$ cat config.mk
export PLATFORM = sky130hd
export DESIGN_NAME = fcl_host
export DESIGN_NICKNAME = d
export VERILOG_FILES = /design/src/verilog/fcl_pkg.sv /design/src/verilog/fcl_host.sv
export VERILOG_INCLUDE_DIRS = /design/src /design/src/verilog
export SDC_FILE = /design/constraint.sdc
export NUM_CORES = 1
export LEC_CHECK = 0
export BUFFER_PORTS_ARGS = -buffer_cell sky130_fd_sc_hd__buf_2
export CORE_ASPECT_RATIO = 1.5
export CORE_UTILIZATION = 57
export CTS_BUF_LIST = sky130_fd_sc_hd__clkbuf_4
export DETAILED_ROUTE_END_ITERATION = 7
export PLACE_DENSITY = 0.93
export SYNTH_ARGS = -nofsm -noshare
export SYNTH_HDL_FRONTEND = slang
export SYNTH_SLANG_ARGS = --single-unit
$ cat constraint.sdc
create_clock -name i_core_clk -period 4.29 [get_ports i_core_clk]
set_clock_uncertainty 0.05 [all_clocks]
set_input_delay 0.429 -clock i_core_clk [delete_from_list [all_inputs] [get_ports i_core_clk]]
set_output_delay 0.429 -clock i_core_clk [all_outputs]
set_load 0.005 [all_outputs]
$ cat src/verilog/fcl_params.svh
// Constants for the flash command host controller.
`ifndef FCL_PARAMS_SVH
`define FCL_PARAMS_SVH
`define FCL_CMD_READ_ARRAY   8'hff
`define FCL_CMD_READ_ID      8'h90
`define FCL_CMD_READ_QUERY   8'h98
`define FCL_CMD_READ_STATUS  8'h70
`define FCL_CMD_CLEAR_STATUS 8'h50
`define FCL_CMD_ERASE_SETUP  8'h20
`define FCL_CMD_CHIP_ERASE   8'h30
`define FCL_CMD_CONFIRM      8'hd0
`define FCL_CMD_PROGRAM      8'h40
`define FCL_CMD_PROGRAM_ALT  8'h10
`define FCL_CMD_PAGE_PROGRAM 8'he8
`define FCL_CMD_SUSPEND      8'hb0
`define FCL_CMD_LOCK_SETUP   8'h60
`define FCL_CMD_SET_LOCK     8'h01
`define FCL_CMD_LOCK_DOWN    8'h2f
`define FCL_CMD_PART_CONFIG  8'h04
`define FCL_ID_MAKER_OFS     16'h0000
`define FCL_ID_PART_OFS      16'h0001
`define FCL_ID_LOCK_OFS      22'h000002
`define FCL_ID_CONFIG_OFS    16'h0006
`define FCL_REG_CTRL         12'h000
`define FCL_REG_ADDR         12'h004
`define FCL_REG_DATA         12'h008
`define FCL_REG_STATUS       12'h00c
`define FCL_REG_RDATA        12'h010
`define FCL_CTRL_GO_BIT      31
`define FCL_CTRL_READ_BIT    30
`define FCL_CTRL_SECOND_BIT  29
`define FCL_CTRL_PAGE_LSB    16
`define FCL_CTRL_OP_LSB      8
`define FCL_CTRL_PROTECT_BIT 1
`define FCL_CTRL_RESET_BIT   0
`define FCL_PHASE_CYCLES     4'd3
`define FCL_SAMPLE_CYCLE     4'd2
`endif

$ cat src/verilog/fcl_pkg.sv
// Types for the flash command host controller.
`default_nettype none
package fcl_pkg;
   typedef enum logic [2:0] {
      FCL_IDLE  = 3'b000,
      FCL_CMD   = 3'b001,
      FCL_ARG   = 3'b010,
      FCL_PAGE  = 3'b011,
      FCL_CONF  = 3'b100,
      FCL_READ  = 3'b101
   } fcl_state_t;
endpackage
`default_nettype wire

$ cat src/verilog/fcl_host.sv
// APB-driven host controller issuing command cycles to a partitioned flash.
//
// Function
// Device runs erase or program in one partition only, never queued.
// Device keeps one status word per partition.
// Host drives an address inside the target block on every cycle.
// Host repeats the first-cycle address on the second cycle.
// FFH array reads, 90H identifier reads, 98H query reads.
// 70H selects status reads; 50H clears status error flags.
// Block erase is 20H then D0H inside the block.
// Chip erase is 30H then D0H; it cannot be suspended.
// Program setup is 40H or 10H, then address and word.
// Device latches data on the first rising strobe edge.
// Page program: E8H, count minus one, address-data pairs, confirm.
// B0H suspends and D0H resumes a partition's operation.
// Host resumes a suspended program before a suspended erase; the host sends suspend and resume in software's order.
// Lock setup 60H; then 01H lock, D0H unlock, 2FH lock-down.
// Configuration is 60H then 04H, code on low address lines.
// Device refuses locked-block alteration; needs reset input high.
// Identifier offsets 0000H maker, 0001H part, 0006H configuration.
// Block base plus 2 gives lock bit 0, lock-down bit 1.
// Identifier upper address depends on the partition that got 90H.
// Reset puts every block in locked, not locked-down state.
// Lock and lock-down transitions; locked-down blocks ignore commands.
// Protect high lets clear lock unlock even locked-down blocks.
// Protect rising moves locked-down blocks per their previous state.
// Protect falling relocks lock-down-disabled blocks.
// Other partitions accept only allowed operations during busy ones.
// Host never drives output enable and write strobe low together.
`include "fcl_params.svh"
`timescale 1ns/1ns
`default_nettype none
module fcl_host (
   input  wire logic        i_core_clk,
   input  wire logic        i_rst_n,
   input  wire logic        i_psel,
   input  wire logic        i_penable,
   input  wire logic        i_pwrite,
   input  wire logic [11:0] i_paddr,
   input  wire logic [31:0] i_pwdata,
   output logic      [31:0] o_prdata,
   output logic             o_pready,
   output logic             o_pslverr,
   output logic      [21:0] o_flash_addr,
   input  wire logic [15:0] i_flash_dq,
   output logic      [15:0] o_flash_dq,
   output logic             o_flash_dq_oe,
   output logic             o_flash_die_select_n,
   output logic             o_flash_we_n,
   output logic             o_flash_oe_n,
   output logic             o_flash_reset_n,
   output logic             o_flash_protect_n
);
   import fcl_pkg::*;

   // ------------------------------------------------------------------
   // State.
   // ------------------------------------------------------------------
   typedef struct packed {
      fcl_state_t  state;
      logic [3:0]  phase;
      logic        busy;
      logic        second;
      logic [7:0]  op;
      logic [7:0]  arg;
      logic [4:0]  page_left;
      logic [21:0] addr;
      logic [15:0] data;
      logic [15:0] rdata;
      logic        protect;
      logic        dev_reset;
      logic [21:0] pin_addr;
      logic [15:0] pin_dq;
      logic        pin_oe;
      logic        pin_cs_n;
      logic        pin_we_n;
      logic        pin_rd_n;
   } fcl_regs_t;

   fcl_regs_t r;
   fcl_regs_t next_r;
   logic      wr_acc;
   logic      rd_acc;

   assign wr_acc = i_psel && i_penable && i_pwrite;
   assign rd_acc = i_psel && i_penable && !i_pwrite;
   assign o_pready = 1'b1;
   assign o_pslverr = 1'b0;

   // ------------------------------------------------------------------
   // Register reads.
   // ------------------------------------------------------------------
   always_comb begin
      o_prdata = 32'h0000_0000;
      unique case (i_paddr)
         `FCL_REG_CTRL: begin
            o_prdata[`FCL_CTRL_PROTECT_BIT] = r.protect;
            o_prdata[`FCL_CTRL_RESET_BIT] = r.dev_reset;
         end
         `FCL_REG_ADDR:   o_prdata = {10'h000, r.addr};
         `FCL_REG_DATA:   o_prdata = {16'h0000, r.data};
         `FCL_REG_STATUS: o_prdata = {31'h0000_0000, r.busy};
         `FCL_REG_RDATA:  o_prdata = {16'h0000, r.rdata};
         default:         o_prdata = 32'h0000_0000;
      endcase
   end

   // ------------------------------------------------------------------
   // Sequencer and pin timing.
   // ------------------------------------------------------------------
   always_comb begin
      next_r = r;
      if (wr_acc) begin
         unique case (i_paddr)
            `FCL_REG_ADDR: next_r.addr = i_pwdata[21:0];
            `FCL_REG_DATA: next_r.data = i_pwdata[15:0];
            `FCL_REG_CTRL: begin
               // Arg bits overlap the pin controls, so GO writes keep them.
               if (!i_pwdata[`FCL_CTRL_GO_BIT]) begin
                  next_r.protect = i_pwdata[`FCL_CTRL_PROTECT_BIT];
                  next_r.dev_reset = i_pwdata[`FCL_CTRL_RESET_BIT];
               end else if (!r.busy) begin
                  next_r.busy = 1'b1;
                  next_r.phase = 4'd0;
                  next_r.op = i_pwdata[`FCL_CTRL_OP_LSB +: 8];
                  next_r.arg = i_pwdata[7:0];
                  next_r.page_left = i_pwdata[`FCL_CTRL_PAGE_LSB +: 5];
                  next_r.second = i_pwdata[`FCL_CTRL_SECOND_BIT];
                  next_r.state = i_pwdata[`FCL_CTRL_READ_BIT] ?
                                 FCL_READ : FCL_CMD;
               end
            end
            default: ;
         endcase
      end
      next_r.pin_cs_n = 1'b1;
      next_r.pin_we_n = 1'b1;
      next_r.pin_rd_n = 1'b1;
      next_r.pin_oe = 1'b0;
      if (r.state != FCL_IDLE) begin
         next_r.phase = r.phase + 4'd1;
         // Address stays on the block address for both cycles.
         next_r.pin_addr = r.addr;
         next_r.pin_cs_n = 1'b0;
         // Strobes release together so data holds past either edge.
         if (r.state == FCL_READ) begin
            next_r.pin_rd_n = (r.phase == `FCL_PHASE_CYCLES);
            if (r.phase == `FCL_SAMPLE_CYCLE) begin
               next_r.rdata = i_flash_dq;
            end
         end else begin
            next_r.pin_oe = 1'b1;
            next_r.pin_we_n = (r.phase == `FCL_PHASE_CYCLES);
         end
         unique case (r.state)
            FCL_CMD: next_r.pin_dq = {8'h00, r.op};  // see R05 see R06
            FCL_ARG: next_r.pin_dq = r.second ? {8'h00, r.arg} : r.data;
            FCL_PAGE: next_r.pin_dq = r.data;
            FCL_CONF: next_r.pin_dq = {8'h00, r.arg};
            default: next_r.pin_dq = r.pin_dq;
         endcase
         if (r.phase == `FCL_PHASE_CYCLES) begin
            next_r.phase = 4'd0;
            next_r.pin_cs_n = 1'b1;
            next_r.pin_we_n = 1'b1;
            next_r.pin_rd_n = 1'b1;
            unique case (r.state)
               // Two-cycle ops: erase, chip erase, program, lock, config.
               FCL_CMD: begin
                  if (r.op == `FCL_CMD_PAGE_PROGRAM) begin
                     next_r.state = FCL_ARG;
                     next_r.second = 1'b1;
                  end else if (r.op == `FCL_CMD_ERASE_SETUP ||
                               r.op == `FCL_CMD_CHIP_ERASE ||
                               r.op == `FCL_CMD_PROGRAM ||
                               r.op == `FCL_CMD_PROGRAM_ALT ||
                               r.op == `FCL_CMD_LOCK_SETUP) begin
                     next_r.state = FCL_ARG;  // see R07 see R08
                  end else begin
                     // Suspend and resume go out in software's order.
                     next_r.state = FCL_IDLE;
                     next_r.busy = 1'b0;
                  end
               end
               FCL_ARG: begin
                  if (r.op == `FCL_CMD_PAGE_PROGRAM) begin
                     next_r.state = FCL_PAGE;
                     next_r.busy = 1'b0;  // host supplies each pair next
                  end else begin
                     next_r.state = FCL_IDLE;  // see R14
                     next_r.busy = 1'b0;
                  end
               end
               FCL_PAGE: begin
                  next_r.busy = 1'b0;
                  next_r.page_left = r.page_left - 5'd1;
                  next_r.state = (r.page_left == 5'd0) ? FCL_CONF : FCL_PAGE;
               end
               FCL_CONF: begin
                  next_r.state = FCL_IDLE;
                  next_r.busy = 1'b0;
               end
               default: begin
                  next_r.state = FCL_IDLE;
                  next_r.busy = 1'b0;
               end
            endcase
         end
         // Page data and confirm cycles wait for software to refill data.
         if ((r.state == FCL_PAGE || r.state == FCL_CONF) && !r.busy &&
             r.phase == 4'd0) begin
            next_r.phase = 4'd0;
            next_r.pin_cs_n = 1'b1;
            next_r.pin_we_n = 1'b1;
            next_r.pin_oe = 1'b0;
            if (wr_acc && i_paddr == `FCL_REG_CTRL &&
                i_pwdata[`FCL_CTRL_GO_BIT]) begin
               next_r.busy = 1'b1;
               next_r.state = r.state;
               next_r.arg = i_pwdata[7:0];
               next_r.op = r.op;
               next_r.page_left = r.page_left;
               next_r.second = r.second;
            end
         end
      end
   end

   // ------------------------------------------------------------------
   // Registers.
   // ------------------------------------------------------------------
   always_ff @(posedge i_core_clk or negedge i_rst_n) begin
      if (!i_rst_n) begin
         r <= '{state: FCL_IDLE, phase: 4'h0, busy: 1'b0, second: 1'b0,
                op: 8'h00, arg: 8'h00, page_left: 5'h00, addr: 22'h000000,
                data: 16'h0000, rdata: 16'h0000, protect: 1'b0,
                dev_reset: 1'b0, pin_addr: 22'h000000, pin_dq: 16'h0000,
                pin_oe: 1'b0, pin_cs_n: 1'b1, pin_we_n: 1'b1,
                pin_rd_n: 1'b1};
      end else begin
         r <= next_r;
      end
   end

   assign o_flash_addr = r.pin_addr;
   assign o_flash_dq = r.pin_dq;
   assign o_flash_dq_oe = r.pin_oe;
   assign o_flash_die_select_n = r.pin_cs_n;
   assign o_flash_we_n = r.pin_we_n;
   assign o_flash_oe_n = r.pin_rd_n;
   assign o_flash_reset_n = r.dev_reset;  // see R16
   assign o_flash_protect_n = r.protect;  // see R22 see R23
endmodule
`default_nettype wire

==> flow_summary.toml <==
[die]
rows = 47
io_pins = 143
core_um2 = 11100
start_util_pct = 58.5
die-area_um2 = 11800
die_y_um = 133
die_x_um = 89.0

[placement]
gp_congestion = 0.901
placement.io_buffers = 123
place_ws_ps = 1230
dp_cells = 819
hpwl_um = 11800
placed_cell_area_um2 = 6890

[synthesis]
yosys-top-cells-area = "dfrtp_1 48%, mux2_2 9.2%, nand2_1 6.6%"
netlist_area_um2 = 6470
synth_edf_count = 0
ys_ff_latch = 128
ys_warn_count = 0
synth_area_per_cell_um2 = 10.6
netlist_instances = 611
synth_top_area_share_pct = 48.3
synth.most_common_cell = "dfrtp_1"
ys_top_cells_by_count = "125 x dfrtp_1, 114 x nand2_1, 53 x mux2_2, 50 x buf_4, 25 x inv_1"
synthArstFlopShare_pct = 100
ys_types = 65
synth.largest_area_cell = "dfrtp_1"
yosysSeqAreaShare_pct = 49.5
ys.flop_type = "dfrtp_1"

[drt]
drc = 0
ant_nets = 0
via_per_inst = 6.08
drt_iter0_drc = 436
via_count = 5180
drt-wirelength-per-cell_um = 19.3
routed_wirelength_um = 16400
dr.pass1.iters = 8

[setup_path]
worstPathMaxFanout = 37
timing.rr.start = "r[127]"
r2r_slack_ps = 1100
critPathKind = "register to register"
cp.required_ps = 4640
start_kind = "register"
crit_chain = "inv_1, nor3_1, nand3_1, mux2_2"
slowest_stage = "dfrtp_1"
endpoint = "r[54]"
worstPathArrival_ps = 3550
slowest_delay_ps = 1040
r2r_cells = 4
end_kind = "register"
setup.worst_path.start = "r[127]"
reg2reg_to = "r[54]"

[pwr]
power_leakage_nw = 3.77
power_mw = 2.57
cellPowerDensity_nw_per_um2 = 360
ir_drop_uv = 233

[timing]
whs_ps = 79.7
max_freq_mhz = 313
timing.final.crit_share_pct = 74.4
tightestPinTransition_ps = 1050
rsz0062_at_grt = "false"
maxSlewViolCount = 0
fin_ws_ps = 1100
slew_headroom_pct = 30.1
min_period_ps = 3190
setup_viol = 0
fin_tns_setup_ps = 0
finalHoldViolations = 0

[flow_run]
maxCapViolations = 0

[finish]
fin_util_pct = 64.4
antennaDiodeCount = 0
register_area_um2 = 3210
postLayoutCellArea_um2 = 7120
layout-drive-gt1-share_pct = 34.2
area_growth_pct = 10.0
multi_input_area_um2 = 2720
fill_cells = 854
nets = 761
fin_cells = 852

[clock_network]
post_cts_buffers = 0
cts_resized = 0
clkTransAtPathRegs_ps = 110
clockBufferDepth = 2
worstSkewPairLatency_ps = 520
cts_root_buf = "clkbuf_4"
cts_tree = "yes"
htree_levels = 4
cts.sinks = 128
cts_buffers = 17

[global_route]
grt_pass1_wl_um = 25800
grt_use_total_pct = 29.3
grt_pass1_vias = 5135
grt_overflow = 0
antenna_found_initial = 0
grt_max_degree = 64

[hold_path]
holdCritStartpoint = "i_pwdata[7]"
hold_path.class = "input pin to register"

[status]
status = "finished clean"
## critical path, delay by kind of cell, from the launching register on
kind | cells | cell delay (ps)
simple gates | 2 | 1170
flops | 1 | 1040
mux | 1 | 590
buf+inv | 1 | 210
## power breakdown
part | switching, mW | internal (mW)
Clock | 0.453 | 0.222
Sequential | 0.0926 | 1.28
Combinational | 0.323 | 0.193
## flip-flops by register name (all words and copies together) (netlist names)
name,flops
o_flash_protect_n,1
o_flash_we_n,1
o_flash_dq,16
o_flash_die_select_n,1
o_flash_addr,22
o_flash_dq_oe,1
o_flash_oe_n,1
r,84
o_flash_reset_n,1
## repair_timing
| action | CTS | global route |
|---|---|---|
| hold buffers | 1 | 0 |
| endpoints found under the setup margin | 0 | 0 |
| endpoints found under the hold margin | 61 | 0 |
## per-layer routing
metal  part of all wire, %  track usage (%)  wire (um)
met5                     0                0          0
met4                   4.9             17.5        797
met3                   8.0             7.80       1320
met2                    52             48.1       8480
met1                    35             33.5       5820
## final cells by class
cell class                      count  share of cell area [%]
Sequential cell                   128                    45.0
Multi-Input combinational cell    387                    38.2
Timing Repair Buffer              133                    9.77
Tap cell                          147                    2.58
Clock buffer                       17                    1.79
Clock inverter                     15                    1.35
Inverter                           25                    1.32
## logic make-up (layout without fill, tap and decap cells)
| group | Yosys count | count (layout) | synth area share (%) |
|---|---|---|---|
| and+or+nand+nor | 182 | 182 | 14.0 |
| buffers and inverters | 106 | 190 | 9.26 |
| muxes | 68 | 68 | 12.3 |
| adders and majority gates | 4 | 4 | 0.773 |
| other | 2 | 12 | 0.116 |
| DFF | 128 | 128 | 49.5 |
| AOI/OAI and AO/OA | 121 | 121 | 13.9 |
## cells in the final DEF, fill, tap and decap left out, types with 3 or more instances in the layout
cell and count:
ha_1 4, and2_1 8, nand2_1 114, nor2_1 14, mux2_4 10, o21a_1 3
a21oi_1 18, a22oi_1 18, nor2b_1 3, dfstp_2 3, buf_4 10, o21ai_0 15
clkinv_2 3, clkinv_4 4, a31oi_1 3, mux2_2 53, a22o_1 8, or3_1 3
clkbuf_4 17, nand3_1 6, inv_1 25, a222oi_1 14, or3b_2 3, mux2i_1 4
dfrtp_1 125, clkinv_1 4, o2bb2ai_1 9, o211ai_1 8, o22ai_1 4, nor3_1 5
clkinvlp_4 3, buf_2 122, conb_1 12, a221o_1 3
## worst min path at each step
stage,to,slack [ps],cells past startpoint
floorplan,o_flash_addr[0],80,0
global placement,o_flash_addr[17],400,2
detailed placement,o_flash_addr[17],400,2
CTS,r[110],50,3
global route,r[110],40,3
finish,r[110],80,3
No activity file was read; power rests on OpenSTA's default activity.
